==> config.mk <==
export PLATFORM = sky130hd
export DESIGN_NAME = twm_master
export DESIGN_NICKNAME = d
export VERILOG_FILES = /design/src/hw/twm_pkg.sv /design/src/hw/twm_fifo.sv /design/src/hw/twm_master.sv
export VERILOG_INCLUDE_DIRS = /design/src /design/src/hw
export SDC_FILE = /design/constraint.sdc
export NUM_CORES = 1
export LEC_CHECK = 0
export ABC_CLOCK_PERIOD_IN_PS = 11910
export BUFFER_PORTS_ARGS = -buffer_cell sky130_fd_sc_hd__buf_2
export CAP_MARGIN = 20
export CORE_ASPECT_RATIO = 0.8
export CORE_MARGIN = 2
export CORE_UTILIZATION = 25
export DETAILED_ROUTE_END_ITERATION = 8
export GPL_TIMING_DRIVEN = 0
export SLEW_MARGIN = 5
export SYNTH_ARGS = -nofsm -noshare
export SYNTH_HDL_FRONTEND = slang
export SYNTH_SLANG_ARGS = --single-unit
==> constraint.sdc <==
create_clock -name ref_clk -period 11.91 [get_ports ref_clk]
set_clock_uncertainty 0.1 [all_clocks]
set_input_delay 2.382 -clock ref_clk [delete_from_list [all_inputs] [get_ports ref_clk]]
set_output_delay 2.382 -clock ref_clk [all_outputs]
set_load 0.05 [all_outputs]
==> src/hw/twm_regs.svh <==
// Constants for the two-wire master: field widths, reset values and timing limits.
`ifndef TWM_REGS_SVH
`define TWM_REGS_SVH
`define TWM_DIV_W 8
`define TWM_EXP_W 3
`define TWM_CNT_W 15
`define TWM_LEN_W 4
`define TWM_FIFO_DEPTH 4
`define TWM_PHASE_MIN 15'h0002
`define TWM_ACK_BIT 4'h8
`define TWM_LAST_DATA_BIT 4'h7
`define TWM_TRANSFER_COMPLETE_FLAG_RST 1'b1
`define TWM_TRANSMIT_READY_FLAG_RST 1'b1
`endif

==> src/hw/twm_pkg.sv <==
// Types shared by the two-wire master files.
package twm_pkg;
	// One-hot frame sequencer states.
	typedef enum logic [3:0] {
		TWM_IDLE = 4'h1,
		TWM_START = 4'h2,
		TWM_BIT = 4'h4,
		TWM_STOP = 4'h8
	} twm_state_t;
	// What the byte now on the wire carries.
	typedef enum logic [2:0] {
		TWM_K_ADDR = 3'h1,
		TWM_K_WR = 3'h2,
		TWM_K_RD = 3'h4
	} twm_kind_t;
endpackage

==> src/hw/twm_fifo.sv <==
// Small flip-flop FIFO with valid and ready on both sides.
`timescale 1ns/1ps
module twm_fifo import twm_pkg::*; #(
	parameter int WIDTH = 8,
	parameter int DEPTH = 4
) (
	// Clocking.
	input wire logic ref_clk,
	input wire logic reset,
	input wire logic ce,
	input wire logic flush,
	// Filling side.
	input wire logic in_valid,
	output logic in_ready,
	input wire logic [WIDTH-1:0] in_data,
	// Draining side.
	output logic out_valid,
	input wire logic out_ready,
	output logic [WIDTH-1:0] out_data
);
	localparam int AW = (DEPTH > 1) ? $clog2(DEPTH) : 1;
	logic [WIDTH-1:0] mem_q [DEPTH];  // Storage words.
	logic [AW-1:0] wr_q;  // Write index.
	logic [AW-1:0] rd_q;  // Read index.
	logic [AW:0] cnt_q;  // Words held.
	wire push = in_valid && in_ready;
	wire pop = out_valid && out_ready;

	// Pointer wrap, used by both indices.
	function automatic logic [AW-1:0] nxt(input logic [AW-1:0] p);
		nxt = (p == AW'(DEPTH - 1)) ? '0 : p + 1'b1;
	endfunction

	assign in_ready = (cnt_q != (AW+1)'(DEPTH));
	assign out_valid = (cnt_q != '0);
	assign out_data = mem_q[rd_q];

	// Storage is written only on push; it needs no reset because empty hides it.
	always_ff @(posedge ref_clk) begin
		if (ce && push) begin
			mem_q[wr_q] <= in_data;
		end
	end

	// Indices and occupancy.
	always_ff @(posedge ref_clk) begin
		if (reset || (ce && flush)) begin
			wr_q <= '0;
			rd_q <= '0;
			cnt_q <= '0;
		end else if (ce) begin
			if (push) begin
				wr_q <= nxt(wr_q);
			end
			if (pop) begin
				rd_q <= nxt(rd_q);
			end
			cnt_q <= cnt_q + (AW+1)'(push) - (AW+1)'(pop);
		end
	end
endmodule

==> src/hw/twm_master.sv <==
// Two-wire serial master with its documented quirks kept.
// Documented rules and quirks
// Software keeps scaled dividers at most 8191.
// Master disable freezes transfer, leaves flags set.
// Software finishes transfer, masks interrupts before disabling.
// Nack rises with completion, status read clears.
// Status read before completion loses the nack.
// Software waits for completion before reading status.
// Holding register loads every byte, flags untouched.
// Software reads received byte before next transmit.
// Reset mid-frame with clock low locks starts.
// Phase lengths are dividers shifted by exponent; the code raises any result below two cycles to two.
`timescale 1ns/1ps
`include "twm_regs.svh"
module twm_master import twm_pkg::*; (
	// Clocking.
	input wire logic ref_clk,
	input wire logic reset,
	input wire logic ce,
	// Commands, one-cycle pulses.
	input wire logic start_cmd,
	input wire logic master_disable_bit,
	input wire logic master_enable_cmd,
	input wire logic software_reset_command,
	input wire logic status_read,
	input wire logic rhr_read,
	// Frame setup.
	input wire logic [6:0] slave_addr,
	input wire logic read_not_write,
	input wire logic [`TWM_LEN_W-1:0] read_len,
	input wire logic [`TWM_DIV_W-1:0] clock_low_divider,
	input wire logic [`TWM_DIV_W-1:0] clock_high_divider,
	input wire logic [`TWM_EXP_W-1:0] clock_divider_exponent,
	// Transmit byte stream.
	input wire logic tx_valid,
	output logic tx_ready,
	input wire logic [7:0] tx_data,
	// Status.
	output logic transfer_complete_flag,
	output logic transmit_ready_flag,
	output logic receive_ready_flag,
	output logic nack_flag,
	output logic overrun_flag,
	output logic start_locked,
	output logic frozen,
	output logic [7:0] receive_holding_register,
	// Open-drain bus pins.
	input wire logic serial_clock_line_in,
	output logic serial_clock_line_oe,
	input wire logic serial_data_in,
	output logic serial_data_oe
);
	twm_state_t state_q;  // Frame sequencer.
	twm_kind_t kind_q;  // Role of the current byte.
	logic [`TWM_CNT_W-1:0] cnt_q;  // Cycles left in this phase.
	logic half_q;  // High when the clock phase is the released one.
	logic [3:0] bit_q;  // Bit index, 8 is the acknowledge slot.
	logic [1:0] sub_q;  // Step inside the stop sequence.
	logic [7:0] shift_q;  // Byte being shifted.
	logic [`TWM_LEN_W-1:0] left_q;  // Read bytes still to take.
	logic drive_pend_q;  // Data line update owed one cycle into a low phase.
	logic scl_oe_q;
	logic sda_oe_q;
	logic frozen_q;
	logic lock_q;
	logic pend_nack_q;  // Missing acknowledge seen, not yet reported.
	logic nack_q;
	logic transfer_complete_flag_q;
	logic transmit_ready_flag_q;
	logic receive_ready_flag_q;
	logic ovr_q;
	logic [7:0] rhr_q;
	// Pin synchronisers; only the second stages are read.
	logic scl_m_q;
	logic scl_s_q;
	logic sda_m_q;
	logic sda_s_q;
	// Transmit FIFO draining side.
	logic fifo_valid;
	logic [7:0] fifo_data;

	// Phase length in system cycles, never below two so a data change
	// always has a cycle of low clock before the clock is released.
	function automatic logic [`TWM_CNT_W-1:0] phase_len(input logic [`TWM_DIV_W-1:0] d,
			input logic [`TWM_EXP_W-1:0] e);
		logic [`TWM_CNT_W-1:0] v;
		v = `TWM_CNT_W'(d) << e;
		phase_len = (v < `TWM_PHASE_MIN) ? `TWM_PHASE_MIN : v;
	endfunction

	// Loaded counts are one less than the length so a tick ends the phase.
	wire [`TWM_CNT_W-1:0] lo_load = phase_len(clock_low_divider, clock_divider_exponent) - 1'b1;
	wire [`TWM_CNT_W-1:0] hi_load = phase_len(clock_high_divider, clock_divider_exponent) - 1'b1;
	// The sequencer moves only while a frame runs and is not frozen.
	wire run = (state_q != TWM_IDLE) && !frozen_q;
	// A released clock held low by a slave stretches the high phase.
	wire stretch = half_q && !scl_s_q;
	wire tick = run && (cnt_q == '0) && !stretch;
	wire is_ack = (bit_q == `TWM_ACK_BIT);
	wire last_data = (bit_q == `TWM_LAST_DATA_BIT);
	wire bit_hi_tick = tick && (state_q == TWM_BIT) && half_q;
	wire ack_tick = bit_hi_tick && is_ack;
	wire rd_last = (left_q <= `TWM_LEN_W'(1));
	wire got_nack = ack_tick && (kind_q != TWM_K_RD) && sda_s_q;
	wire go_read = ack_tick && !got_nack && (kind_q == TWM_K_ADDR) && read_not_write;
	wire go_write = ack_tick && !got_nack && (kind_q != TWM_K_RD) && !go_read && fifo_valid;
	wire rd_more = ack_tick && (kind_q == TWM_K_RD) && !rd_last;
	wire go_stop = ack_tick && !go_read && !go_write && !rd_more;
	wire byte_done = bit_hi_tick && last_data && (kind_q != TWM_K_ADDR);
	wire [7:0] rx_byte = {shift_q[6:0], sda_s_q};
	wire start_ok = start_cmd && (state_q == TWM_IDLE) && !frozen_q && !lock_q;
	wire done = tick && (state_q == TWM_STOP) && (sub_q == 2'h2);
	// Level to put on the data line for the coming bit: acknowledge every
	// read byte but the last, send the top bit of address and write bytes,
	// and release the line for the data bits of a read byte.
	wire bit_low = is_ack ? ((kind_q == TWM_K_RD) && !rd_last) :
		((kind_q != TWM_K_RD) && !shift_q[7]);
	wire want_low = (state_q == TWM_STOP) ? 1'b1 : bit_low;
	wire srst = software_reset_command;

	twm_fifo #(.WIDTH(8), .DEPTH(`TWM_FIFO_DEPTH)) u_fifo (
		.ref_clk(ref_clk),
		.reset(reset),
		.ce(ce),
		.flush(srst),
		.in_valid(tx_valid),
		.in_ready(tx_ready),
		.in_data(tx_data),
		.out_valid(fifo_valid),
		.out_ready(go_write),
		.out_data(fifo_data)
	);

	// Two-stage synchronisers for the bus lines.
	always_ff @(posedge ref_clk) begin
		if (reset) begin
			scl_m_q <= 1'b1;
			scl_s_q <= 1'b1;
			sda_m_q <= 1'b1;
			sda_s_q <= 1'b1;
		end else if (ce) begin
			scl_m_q <= serial_clock_line_in;
			scl_s_q <= scl_m_q;
			sda_m_q <= serial_data_in;
			sda_s_q <= sda_m_q;
		end
	end

	// Frame sequencer and bit engine. While frozen nothing here moves, so
	// the bus is left exactly as it stood; that is why software should
	// wait for completion before disabling.
	always_ff @(posedge ref_clk) begin
		if (reset || (ce && srst)) begin
			state_q <= TWM_IDLE;
			kind_q <= TWM_K_ADDR;
			cnt_q <= '0;
			half_q <= 1'b1;
			bit_q <= '0;
			sub_q <= '0;
			shift_q <= '0;
			left_q <= '0;
			drive_pend_q <= 1'b0;
			scl_oe_q <= 1'b0;
			sda_oe_q <= 1'b0;
		end else if (ce) begin
			if (start_ok) begin
				// Start condition: data falls while clock stays released.
				state_q <= TWM_START;
				kind_q <= TWM_K_ADDR;
				shift_q <= {slave_addr, read_not_write};
				left_q <= read_len;
				sda_oe_q <= 1'b1;
				half_q <= 1'b1;
				cnt_q <= hi_load;
			end else if (run && !tick) begin
				if (!stretch) begin
					cnt_q <= cnt_q - 1'b1;
				end
				if (drive_pend_q) begin
					sda_oe_q <= want_low;
					drive_pend_q <= 1'b0;
				end
			end else if (tick && !half_q) begin
				// End of a low phase: release the clock.
				scl_oe_q <= 1'b0;
				half_q <= 1'b1;
				cnt_q <= hi_load;
				if (state_q == TWM_STOP) begin
					sub_q <= 2'h1;
				end
			end else if (tick) begin
				// End of a high phase.
				if (state_q == TWM_STOP) begin
					sda_oe_q <= 1'b0;
					cnt_q <= hi_load;
					sub_q <= sub_q + 1'b1;
					if (sub_q == 2'h2) begin
						state_q <= TWM_IDLE;
					end
				end else begin
					scl_oe_q <= 1'b1;
					half_q <= 1'b0;
					cnt_q <= lo_load;
					drive_pend_q <= 1'b1;
					state_q <= go_stop ? TWM_STOP : TWM_BIT;
					sub_q <= '0;
					if (state_q == TWM_START || ack_tick) begin
						bit_q <= '0;
					end else begin
						bit_q <= bit_q + 1'b1;
						shift_q <= rx_byte;
					end
					if (go_write) begin
						kind_q <= TWM_K_WR;
						shift_q <= fifo_data;
					end
					if (go_read || rd_more) begin
						kind_q <= TWM_K_RD;
					end
					if (rd_more) begin
						left_q <= left_q - 1'b1;
					end
				end
			end
		end
	end

	// Software status flags. Hardware sets win over clears in the same cycle.
	always_ff @(posedge ref_clk) begin
		if (reset || (ce && srst)) begin
			transfer_complete_flag_q <= `TWM_TRANSFER_COMPLETE_FLAG_RST;
			transmit_ready_flag_q <= `TWM_TRANSMIT_READY_FLAG_RST;
			receive_ready_flag_q <= 1'b0;
			ovr_q <= 1'b0;
			nack_q <= 1'b0;
			pend_nack_q <= 1'b0;
			rhr_q <= '0;
		end else if (ce) begin
			// The transmit ready flag holds still while frozen instead of being reset.
			if (!frozen_q) begin
				transmit_ready_flag_q <= tx_ready;
			end
			if (start_ok) begin
				transfer_complete_flag_q <= 1'b0;
			end else if (done) begin
				transfer_complete_flag_q <= 1'b1;
			end
			// An early status read drops the pending nack for good.
			if (got_nack) begin
				pend_nack_q <= 1'b1;
			end else if (status_read || start_ok) begin
				pend_nack_q <= 1'b0;
			end
			// Nack is reported only together with completion.
			if (done) begin
				nack_q <= pend_nack_q || got_nack;
			end else if (status_read) begin
				nack_q <= 1'b0;
			end
			// The holding register takes every data byte, sent or received;
			// only received bytes raise ready or overrun.
			if (byte_done) begin
				rhr_q <= rx_byte;
			end
			if (byte_done && kind_q == TWM_K_RD) begin
				receive_ready_flag_q <= 1'b1;
				ovr_q <= ovr_q || receive_ready_flag_q;
			end else if (rhr_read) begin
				receive_ready_flag_q <= 1'b0;
			end
		end
	end

	// Freeze and lock control. The lock models the controller wedging when
	// reset hits while it holds the clock low; only the system reset frees it.
	always_ff @(posedge ref_clk) begin
		if (reset) begin
			frozen_q <= 1'b0;
			lock_q <= 1'b0;
		end else if (ce) begin
			if (srst && state_q != TWM_IDLE && scl_oe_q) begin
				lock_q <= 1'b1;
			end
			if (master_disable_bit) begin
				frozen_q <= 1'b1;
			end else if (master_enable_cmd || srst) begin
				frozen_q <= 1'b0;
			end
		end
	end

	assign transfer_complete_flag = transfer_complete_flag_q;
	assign transmit_ready_flag = transmit_ready_flag_q;
	assign receive_ready_flag = receive_ready_flag_q;
	assign nack_flag = nack_q;
	assign overrun_flag = ovr_q;
	assign start_locked = lock_q;
	assign frozen = frozen_q;
	assign receive_holding_register = rhr_q;
	assign serial_clock_line_oe = scl_oe_q;
	assign serial_data_oe = sda_oe_q;
endmodule

==> results of run 1 <==
[area by class of cell]
cell class	instances	area, um^2
flip-flops and latches	105	2422
fillers	2888	19200
plain buffers	51	202.7
clock buffers	10	229.0
clock inverters	6	83.83
multi-input cells	646	4153
repair buffers	63	315.3
diodes	1	2.502
well taps	364	455.4
inverters	25	93.84
[Yosys cell counts, types with 4 or more instances]
master and count:
a21o_1 5, o22ai_1 14, a22oi_1 4, nand2_1 57, nand3b_1 5, mux4_2 9
o21ai_0 58, o21a_1 5, a211o_1 4, buf_1 6, nand3_1 21, nor2b_1 16
a211oi_1 16, a21oi_1 71, edfxtp_1 32, a31oi_1 13, nor3_1 26, mux2i_1 41
inv_1 24, ha_1 16, nor3b_1 5, and2_1 8, mux2_2 9, nand2b_1 17
clkbuf_1 41, xor2_1 8, xnor2_1 18, and3_1 4, or4_1 4, or3_1 7
nor2_1 112, o211ai_1 5, dfxtp_1 73, nor4_1 11
[sequential cells by signal (all words and copies together) (netlist names), 2 cells and up, named ones only]
name and count:
u_fifo.mem_q 32, cnt_q 15, receive_holding_register 8, shift_q 8
bit_q 4, left_q 4, state_q 4, kind_q 3
u_fifo.cnt_q 3, sub_q 2, u_fifo.rd_q 2, u_fifo.wr_q 2
[power breakdown]
group / total, W / internal, W / switching [W]
logic: 0.000236 / 0.0000879 / 0.000148
registers: 0.000392 / 0.000380 / 0.0000121
clock network: 0.000313 / 0.000169 / 0.000144
[worst min-delay path by stage]
stage	startpoint	to	slack, ps	cells after the start
6_report	scl_m_q	scl_s_q	370	1
5_1_grt	sda_m_q	sda_s_q	390	1
4_1_cts	sda_m_q	sda_s_q	370	1
3_5_place_dp	sda_m_q	sda_s_q	350	1
3_3_place_gp	scl_m_q	scl_s_q	340	1
2_1_floorplan	scl_m_q	scl_s_q	330	1
[metrics by stage]
step           worst slack [ps]  std cells
2_1_floorplan              5839        827
3_3_place_gp               4825       1253
3_5_place_dp               4777       1254
4_1_cts                    5151       1270
5_1_grt                    4629       1271
6_report                   5054       1271
[metal layers]
| metal | wire (um) | vias to the layer above |
|---|---|---|
| met5 | 0 | - |
| met3 | 1292 | 14 |
| met4 | 205 | 0 |
| li1 | - | 3175 |
| met1 | 10450 | 3141 |
| met2 | 8689 | 208 |
[critical path, delay by kind of cell]
kind / cells / cell delay (ps)
simple gates: 4 / 1650
buf+inv: 2 / 880
mux: 1 / 260
fa+ha+maj: 1 / 260
compound gates: 7 / 1560
[kinds of logic after synthesis]
| kind of cell | synth area share (%) |
|---|---|
| buf+inv | 4.315 |
| xor+xnor | 3.314 |
| simple gates | 22.67 |
| fa+ha+maj | 3.205 |
| flops | 35.25 |
| compound gates | 20.85 |
| mux | 10.40 |
[placed cells by master, fill, tap and decap left out, types with 11 or more instances in the layout]
cell and instances:
a211oi_1 16, a21oi_1 71, a31oi_1 13, buf_2 66, clkbuf_1 42, dfxtp_1 73, edfxtp_1 32, ha_1 16
inv_1 24, mux2i_1 41, nand2_1 57, nand2b_1 17, nand3_1 21, nor2_1 112, nor2b_1 16, nor3_1 26
nor4_1 11, o21ai_0 58, o22ai_1 14, xnor2_1 18
==> results by group, run 1 <==
Logic synthesis
  – Mapped Cells: between 800 and 900
  – Number of synthesized flops with an enable pin: 32
  – Synth top area cells: dfxtp_1, edfxtp_1, nor2_1, mux2i_1, a21oi_1
  – Yosys top cell by area: dfxtp_1
  – Fraction of registers with async set/reset: 0%
  – FF+latch count, synth: 105
  – Post-synthesis sequential area ratio: about a third
  – Main synth FF type: dfxtp_1
  – Library cells used by synthesis: between 70 and 80
  – Synthesis warning total: 0
  – Mapped Area: approximately 6900 um^2
  – Area share of the largest cell type after synthesis: about a fifth
  – Syn Nets: approximately 900
  – Avg Cell Area, Syn: between 8 and 9 um^2

Layout
  – Area grow syn2layout: 15.80%
  – Final Util: between 20 and 30%
  – Finished Cell Area: slightly below 8000 um^2
  – Nets@finish: slightly below 1000
  – Share of layout cells above drive strength 1: 12.91%

GRT
  – Vias in the first global route: 6057
  – Grt peak-use layer: met1
  – Routing usage on met1: between 20% and 30%
  – Pin count of the biggest net entering global routing: 21
  – Met3 Use GR: under 10%
  – GRT Total Usage: roughly 14%
  – Initial antenna violation count: 1
  – M2 GR Usage: 20.69%
  – First-pass GRT wire length: roughly 33000 um
  – Grt total ovfl: 0

CTS
  – H-tree levels: 3
  – Worst-skew pair later-pin latency: between 300 and 400 ps
  – Clock sink count: about 110
  – Setup Fix Bufs, Post-CTS: 0
  – Hold buffers post-CTS: 0
  – Post-CTS sizing: 0
  – CTS tree: yes
  – CTS root buf: clkbuf_16
  – TritonCTS Buffers: 9
  – Clock Path Buffers: 2
  – Register clock-pin slew on the reported worst setup and hold paths: around 70 ps

Route
  – DRT iter0 DRCs: between 600 and 700
  – Remaining DRCs: 0
  – Routed WL per cell: 16.23 um
  – Drt pass-1 iters: 7
  – Via count: ~6500
  – Drt total wl: ~21000 um
  – Vias per cell: between 5 and 6
  – Post-DRT Antenna Nets: 0

Worst setup path
  – Arrival @ worst endpoint: roughly 7000 ps
  – Worst Setup EP: cnt_q[10]
  – CP startpoint kind: input pin
  – WS Path Type: input pin to flop
  – R2R Path End: u_fifo.cnt_q[2]
  – Max incr delay on CP: 680 ps
  – Cell Chain, Critical Path: clkbuf_1 > clkbuf_1 > mux2i_1 > nand3b_1 > a22oi_1 > a32oi_1 > nor3b_1 > or3_1 > ha_1 > o221ai_1 > nor4_1 > a21oi_1 > a211oi_1 > a2bb2oi_1 > a21oi_1
  – Critical path origin: clock_divider_exponent[0]
  – Crit end category: flop
  – Critical Path Fanout Max: 10
  – CP max-delay cell: nor4_1
  – Critical Path RT: roughly 12000 ps
  – Worst reg2reg startpoint: state_q[2]
  – FF-to-FF setup slack: roughly 7600 ps
  – FF-to-FF path depth: 16

Place
  – I/O Buffers: 62
  – Dpl hpwl: 15690 um
  – GP Congestion: 0.8973
  – Placed cell areas: 7642 um^2

Power
  – Pwr Total: around 0.00094 W
  – LEAKAGE: 2.972 nW
  – Peak VDD IR: just over 0.06 mV
  – Pwr Density: approximately 120 nW/um^2

Timing
  – Final Cycle Share: ~58%
  – RSZ-0062 raised after global routing: false
  – Final setup vio count: 0
  – Rel. slew slack: between 40% and 50%
  – Worst hold slack: between 300 and 400 ps
  – FMAX: around 150 MHz
  – Worst Tran Pin Value: 807.2 ps
  – Pins Over Slew Limit: 0
  – Fin. Hold Viols: 0
  – Final setup TNS: 0 ps
  – Fin crit period: approximately 7000 ps

Outcome
  – Status: finished clean

Floorplan
  – Chip height: around 150 um
  – Initial Util: between 20% and 30%
  – Die X-Extent: roughly 190 um
  – IO Pins: 69
  – Rows: 54
  – Die Area: around 29000 um^2
  – Core ar.: about 27000 um^2

Min path
  – Worst min path class: flop to flop

Run
  – Max_cap viols: 0
(Power assumes the default switching activity.)
==> run 2, diff against run 1 <==
Settings changed: ABC_CLOCK_PERIOD_IN_PS 11910 to 5970.
Clock period 11.91 ns to 5.97 ns, I/O delays scaled along.
==> results by group, run 2 (same netlist as run 1, synthesis figures left out) <==
Route
  – Routed WL per cell: between 15 and 20 um
  – Vias per cell: roughly 5.1
  – DRT iter0 DRCs: 700
  – Post-DRT Antenna Nets: 0
  – Via count: roughly 6500
  – Drt pass-1 iters: 5
  – Drt total wl: 20640 um
  – Remaining DRCs: 0

Layout
  – Top reg by flops: u_fifo.mem_q
  – Area grow syn2layout: 16.02%
  – Finished Cell Area: between 7000 and 8000 um^2
  – Finished Layout Cells: 1271
  – Share of layout cells above drive strength 1: between 10% and 20%
  – Nets@finish: about 970
  – Fillcell total: roughly 2900
  – Top Registers: u_fifo.mem_q: 32 flops, cnt_q: 15 flops
  – Most frequent cells in the layout: nor2_1, dfxtp_1, a21oi_1, buf_2, o21ai_0
  – Max reg flops: 32
  – Commonest non-fill, non-tap cell in the layout: nor2_1

CTS
  – CTS tree: yes
  – Clock Path Buffers: 2
  – H-tree levels: 3
  – Register clock-pin slew on the reported worst setup and hold paths: roughly 70 ps
  – Clock sink count: ~110
  – CTS root buf: clkbuf_16
  – Post-CTS sizing: 0
  – Hold buffers post-CTS: 0
  – Setup Fix Bufs, Post-CTS: 0
  – Worst-skew pair later-pin latency: 360 ps
  – TritonCTS Buffers: 9

Worst setup path
  – Arrival @ worst endpoint: about 5700 ps
  – Critical Path RT: approximately 6100 ps
  – Max incr delay on CP: just under 500 ps
  – Most used cell, CP: clkbuf_1
  – WS Path Type: input pin to flop
  – Critical Path Fanout Max: 10
  – FF-to-FF setup slack: 1730 ps
  – Crit-path leading delay family: buffers and inverters
  – CP Buf/Inv Count: 4
  – CP max-delay cell: nor3b_1
  – Crit end category: flop
  – CP startpoint kind: input pin
  – Cell Chain, Critical Path: clkbuf_1 > clkbuf_1 > buf_2 > a31oi_1 > a32oi_2 > and3_1 > nor3b_1 > or3_1 > ha_1 > clkbuf_1 > nor2b_1 > a32o_1 > nand2_1 > xnor2_1 > o221ai_1 > o211a_1

Place
  – Dpl hpwl: roughly 16000 um
  – I/O Buffers: 62
  – GP Congestion: ~0.90
  – Placed cell areas: ~7600 um^2
  – Placed Cells: approximately 1300

Timing
  – Pins Over Slew Limit: 0
  – Final setup vio count: 0
  – Worst Tran Pin Value: ~800 ps
  – Fin. Hold Viols: 0
  – Rel. slew slack: 46.37%
  – Final Cycle Share: roughly 90%
  – RSZ-0062 raised after global routing: false
  – Final setup TNS: 0 ps
  – Fin crit period: approximately 5500 ps
  – Worst hold slack: ~370 ps
  – FMAX: approximately 180 MHz

Floorplan
  – Chip height: 152.3 um
  – IO Pins: 69
  – Core ar.: 27160 um^2
  – Die Area: 28840 um^2
  – Rows: 54
  – Die X-Extent: around 190 um
  – Initial Util: ~25%

Run
  – Max_cap viols: 0

GRT
  – Vias in the first global route: 6057
  – First-pass GRT wire length: 32760 um
  – Pin count of the biggest net entering global routing: 21
  – Initial antenna violation count: 1
  – GRT Total Usage: 14.24%
  – Grt total ovfl: 0

Power
  – Pwr Density: 235.7 nW/um^2
  – LEAKAGE: roughly 3 nW
  – Switching power: 0.0006085 W
  – Sw frac: 32.38%
  – Clock Power Share: around 33%
  – Pint: around 0.0013 W
  – Flop pwr share: a little over two fifths
  – Peak VDD IR: about 0.12 mV
  – Combinational share of power: about a quarter

Outcome
  – Status: finished clean

Min path
  – Worst min path class: flop to flop
==> run 2: cell counts in the layout (fill, tap and decap cells not counted) <==
No cell type changed its count.
==> run 2: worst paths after layout <==
kind	from	endpoint	cells after the start
worst max-delay path	clock_divider_exponent[0]	cnt_q[8]	16
worst max register to register	state_q[2]	u_fifo.cnt_q[2]	16
worst min register to register	scl_m_q	scl_s_q	1
worst min-delay path	scl_m_q	scl_s_q	1
==> run 2: routing by layer <==
layer	global-route usage (%)	vias to the layer above	wire, um
met3	3.201	17	1185
met5	0	-	0
met1	21.42	3114	10530
met2	20.69	204	8698
met4	2.842	0	225
li1	-	3179	-
==> run 2: power by group through the flow <==
stage	combinational, W	sequential, W	clock (W)
final	0.000472	0.000782	0.000625
after global routing	0.000519	0.000785	0.000665
after CTS	0.000463	0.000781	0.000636
after detailed placement	0.000461	0.000797	0
after global placement	0.000458	0.000797	0
after floorplan	0.000329	0.000796	0
==> run 2: per-stage QoR <==
| step | utilization [%] | worst slack (ps) | power [W] |
|---|---|---|---|
| floorplan | - | 1087 | 0.001124 |
| global placement | 28.12 | 72.80 | 0.001255 |
| detailed placement | 28.14 | 25.20 | 0.001258 |
| CTS | 29.29 | 399.3 | 0.001880 |
| global route | 29.35 | 80.84 | 0.001970 |
| finish | 29.35 | 462.2 | 0.001879 |
==> run 2: area by class of cell <==
cell class                      count  area, um^2  area share, %
Clock inverter                      6       83.83          1.051
Antenna cell                        1       2.502        0.03139
Clock buffer                       10       229.0          2.872
Timing Repair Buffer               63       315.3          3.955
Multi-Input combinational cell    646        4167          52.26
Buffer                             51       203.9          2.558
Inverter                           25       93.84          1.177
Sequential cell                   105        2422          30.38
Tap cell                          364       455.4          5.712
==> run 2: worst reg2reg max path: stages (launching register included) <==
cell and delay, ps:
dfxtp_1 450, or4b_2 600, or4_1 470, or4_1 410, clkbuf_1 220, nand2b_1 200, clkbuf_1 240, inv_1 160
ha_1 240, inv_1 50, ha_1 130, inv_1 40, fa_1 370, xor2_1 150, nand2_1 80, xor2_1 150
nor2_1 50
==> run 3, diff against run 2 <==
Settings changed: CTS_BUF_LIST from default to sky130_fd_sc_hd__clkbuf_16, SLEW_MARGIN 5 to 30.
==> results by group, run 3 (same netlist as run 1, synthesis figures left out) <==
Timing
  – Worst Tran Pin Value: a little over 800 ps
  – Fin. Hold Viols: 0
  – Final setup TNS: 0 ps
  – Pins Over Slew Limit: 0
  – Fin crit period: about 5600 ps
  – RSZ-0062 raised after global routing: false
  – FMAX: 178.1 MHz
  – Final setup vio count: 0
  – Rel. slew slack: about 46%
  – Final Cycle Share: roughly 94%

Layout
  – Finished Cell Area: 7960 um^2
  – Max reg flops: 32
  – Finished Layout Cells: 1270
  – Top reg by flops: u_fifo.mem_q
  – Fillcell total: between 2000 and 3000
  – Multi-input gate area: about 4200 um^2
  – Area grow syn2layout: 15.84%
  – Register area: 2422 um^2
  – Share of layout cells above drive strength 1: a little over an eighth
  – Commonest non-fill, non-tap cell in the layout: nor2_1
  – Top Registers: u_fifo.mem_q: 32 flops, cnt_q: 15 flops
  – Nets@finish: 968
  – Most frequent cells in the layout: nor2_1, dfxtp_1, a21oi_1, buf_2, o21ai_0

GRT
  – Pin count of the biggest net entering global routing: 21
  – Met3 Use GR: 2.741%
  – Routing usage on met1: a little over a fifth
  – Grt total ovfl: 0
  – Initial antenna violation count: 1
  – Vias in the first global route: between 5000 and 6000
  – Grt peak-use layer: met1
  – First-pass GRT wire length: 32570 um
  – M2 GR Usage: 20.32%
  – GRT Total Usage: ~14%

Route
  – Via count: 6485
  – Post-DRT Antenna Nets: 0
  – Remaining DRCs: 0
  – Vias per cell: around 5
  – Drt total wl: approximately 21000 um
  – Routed WL per cell: between 15 and 20 um
  – Drt pass-1 iters: 5
  – DRT iter0 DRCs: 664

Worst setup path
  – Critical Path RT: between 6000 and 7000 ps
  – CP max-delay cell: clkbuf_1
  – CP startpoint kind: input pin
  – Arrival @ worst endpoint: 5770 ps
  – Crit end category: flop
  – Most used cell, CP: clkbuf_1
  – Critical Path Fanout Max: 10
  – Max incr delay on CP: 520 ps
  – Cell Chain, Critical Path: clkbuf_1 > clkbuf_1 > clkbuf_1 > mux2i_1 > mux2i_1 > nor2_1 > a21oi_1 > nor3b_1 > or3_1 > ha_1 > clkbuf_1 > nor2b_1 > a32o_1 > nand2_1 > xnor2_1 > o221ai_1 > o211a_1
  – FF-to-FF setup slack: ~1700 ps
  – Crit-path leading delay family: buffers and inverters
  – CP Buf/Inv Count: 4
  – WS Path Type: input pin to flop

Min path
  – Worst min path class: flop to flop

Place
  – Placed Cells: 1253
  – GP Congestion: 0.8973
  – Placed cell areas: 7644 um^2
  – Dpl hpwl: between 15000 and 20000 um
  – I/O Buffers: a little over 60

Floorplan
  – Core ar.: 27160 um^2
  – Initial Util: roughly 25%
  – Die Area: between 20000 and 30000 um^2
  – Die X-Extent: 189.4 um
  – IO Pins: between 60 and 70
  – Rows: 54
  – Chip height: 152.3 um

Power
  – Sw frac: 33.42%
  – Pwr Density: around 230 nW/um^2
  – Pwr Total: ~0.0018 W
  – Pint: about 0.0012 W
  – Combinational share of power: approximately a quarter
  – Flop pwr share: a little over two fifths
  – Clock Power Share: 32.2%
  – LEAKAGE: just under 3 nW
  – Switching power: between 0.0006 and 0.0007 W
  – Peak VDD IR: roughly 0.12 mV

CTS
  – TritonCTS Buffers: 9
  – CTS root buf: clkbuf_16
  – Clock Path Buffers: 2
  – Register clock-pin slew on the reported worst setup and hold paths: around 80 ps
  – CTS tree: yes
  – Worst-skew pair later-pin latency: approximately 360 ps
  – H-tree levels: 3
  – Clock sink count: between 100 and 150

Run
  – Max_cap viols: 0

Outcome
  – Status: finished clean
==> run 3: routing by layer <==
metal	part of all wire, %	wire length, um	up-vias
li1	-	-	3175
met4	0.83	170	0
met3	6.3	1286	11
met1	51	10470	3106
met5	0	0	-
met2	42	8582	193
==> run 3: worst paths after layout <==
check | depth (start not counted) | start | to
setup / recovery | 17 | clock_divider_exponent[0] | cnt_q[8]
hold / removal | 1 | scl_m_q | scl_s_q
setup reg to reg | 16 | state_q[2] | u_fifo.cnt_q[2]
hold reg to reg | 1 | scl_m_q | scl_s_q
==> run 3: cell type report <==
| cell class | instances | share of cell area [%] |
|---|---|---|
| Multi-Input combinational cell | 646 | 52.42 |
| Timing Repair Buffer | 62 | 3.898 |
| Sequential cell | 105 | 30.43 |
| Clock buffer | 9 | 2.829 |
| Antenna cell | 1 | 0.03144 |
| Clock inverter | 7 | 0.9431 |
| Inverter | 25 | 1.179 |
| Buffer | 51 | 2.546 |
| Tap cell | 364 | 5.721 |
==> run 3: power groups by stage <==
stage	registers (W)	clock network, W	logic, W
after floorplan	0.000796	0	0.000329
after global placement	0.000797	0	0.000458
after detailed placement	0.000797	0	0.000460
after CTS	0.000781	0.000609	0.000463
after global routing	0.000785	0.000638	0.000517
final	0.000782	0.000594	0.000471
==> run 3: per-stage QoR <==
step	hold slack (ps)	setup WS (ps)	util (%)
5_1_grt	387.5	24.76	29.31
4_1_cts	364.1	412.3	29.25
2_1_floorplan	331.4	1087	-
3_5_place_dp	343.3	52.82	28.14
6_report	362.7	354.1	29.31
3_3_place_gp	341.8	72.80	28.12
==> run 3: repair_timing <==
item / in CTS / in global routing
resized for setup: 0 / 2
hold endpoints to repair: 0 / 0
setup buffers: 0 / 0
setup endpoints to repair: 0 / 3
hold buffers: 0 / 0
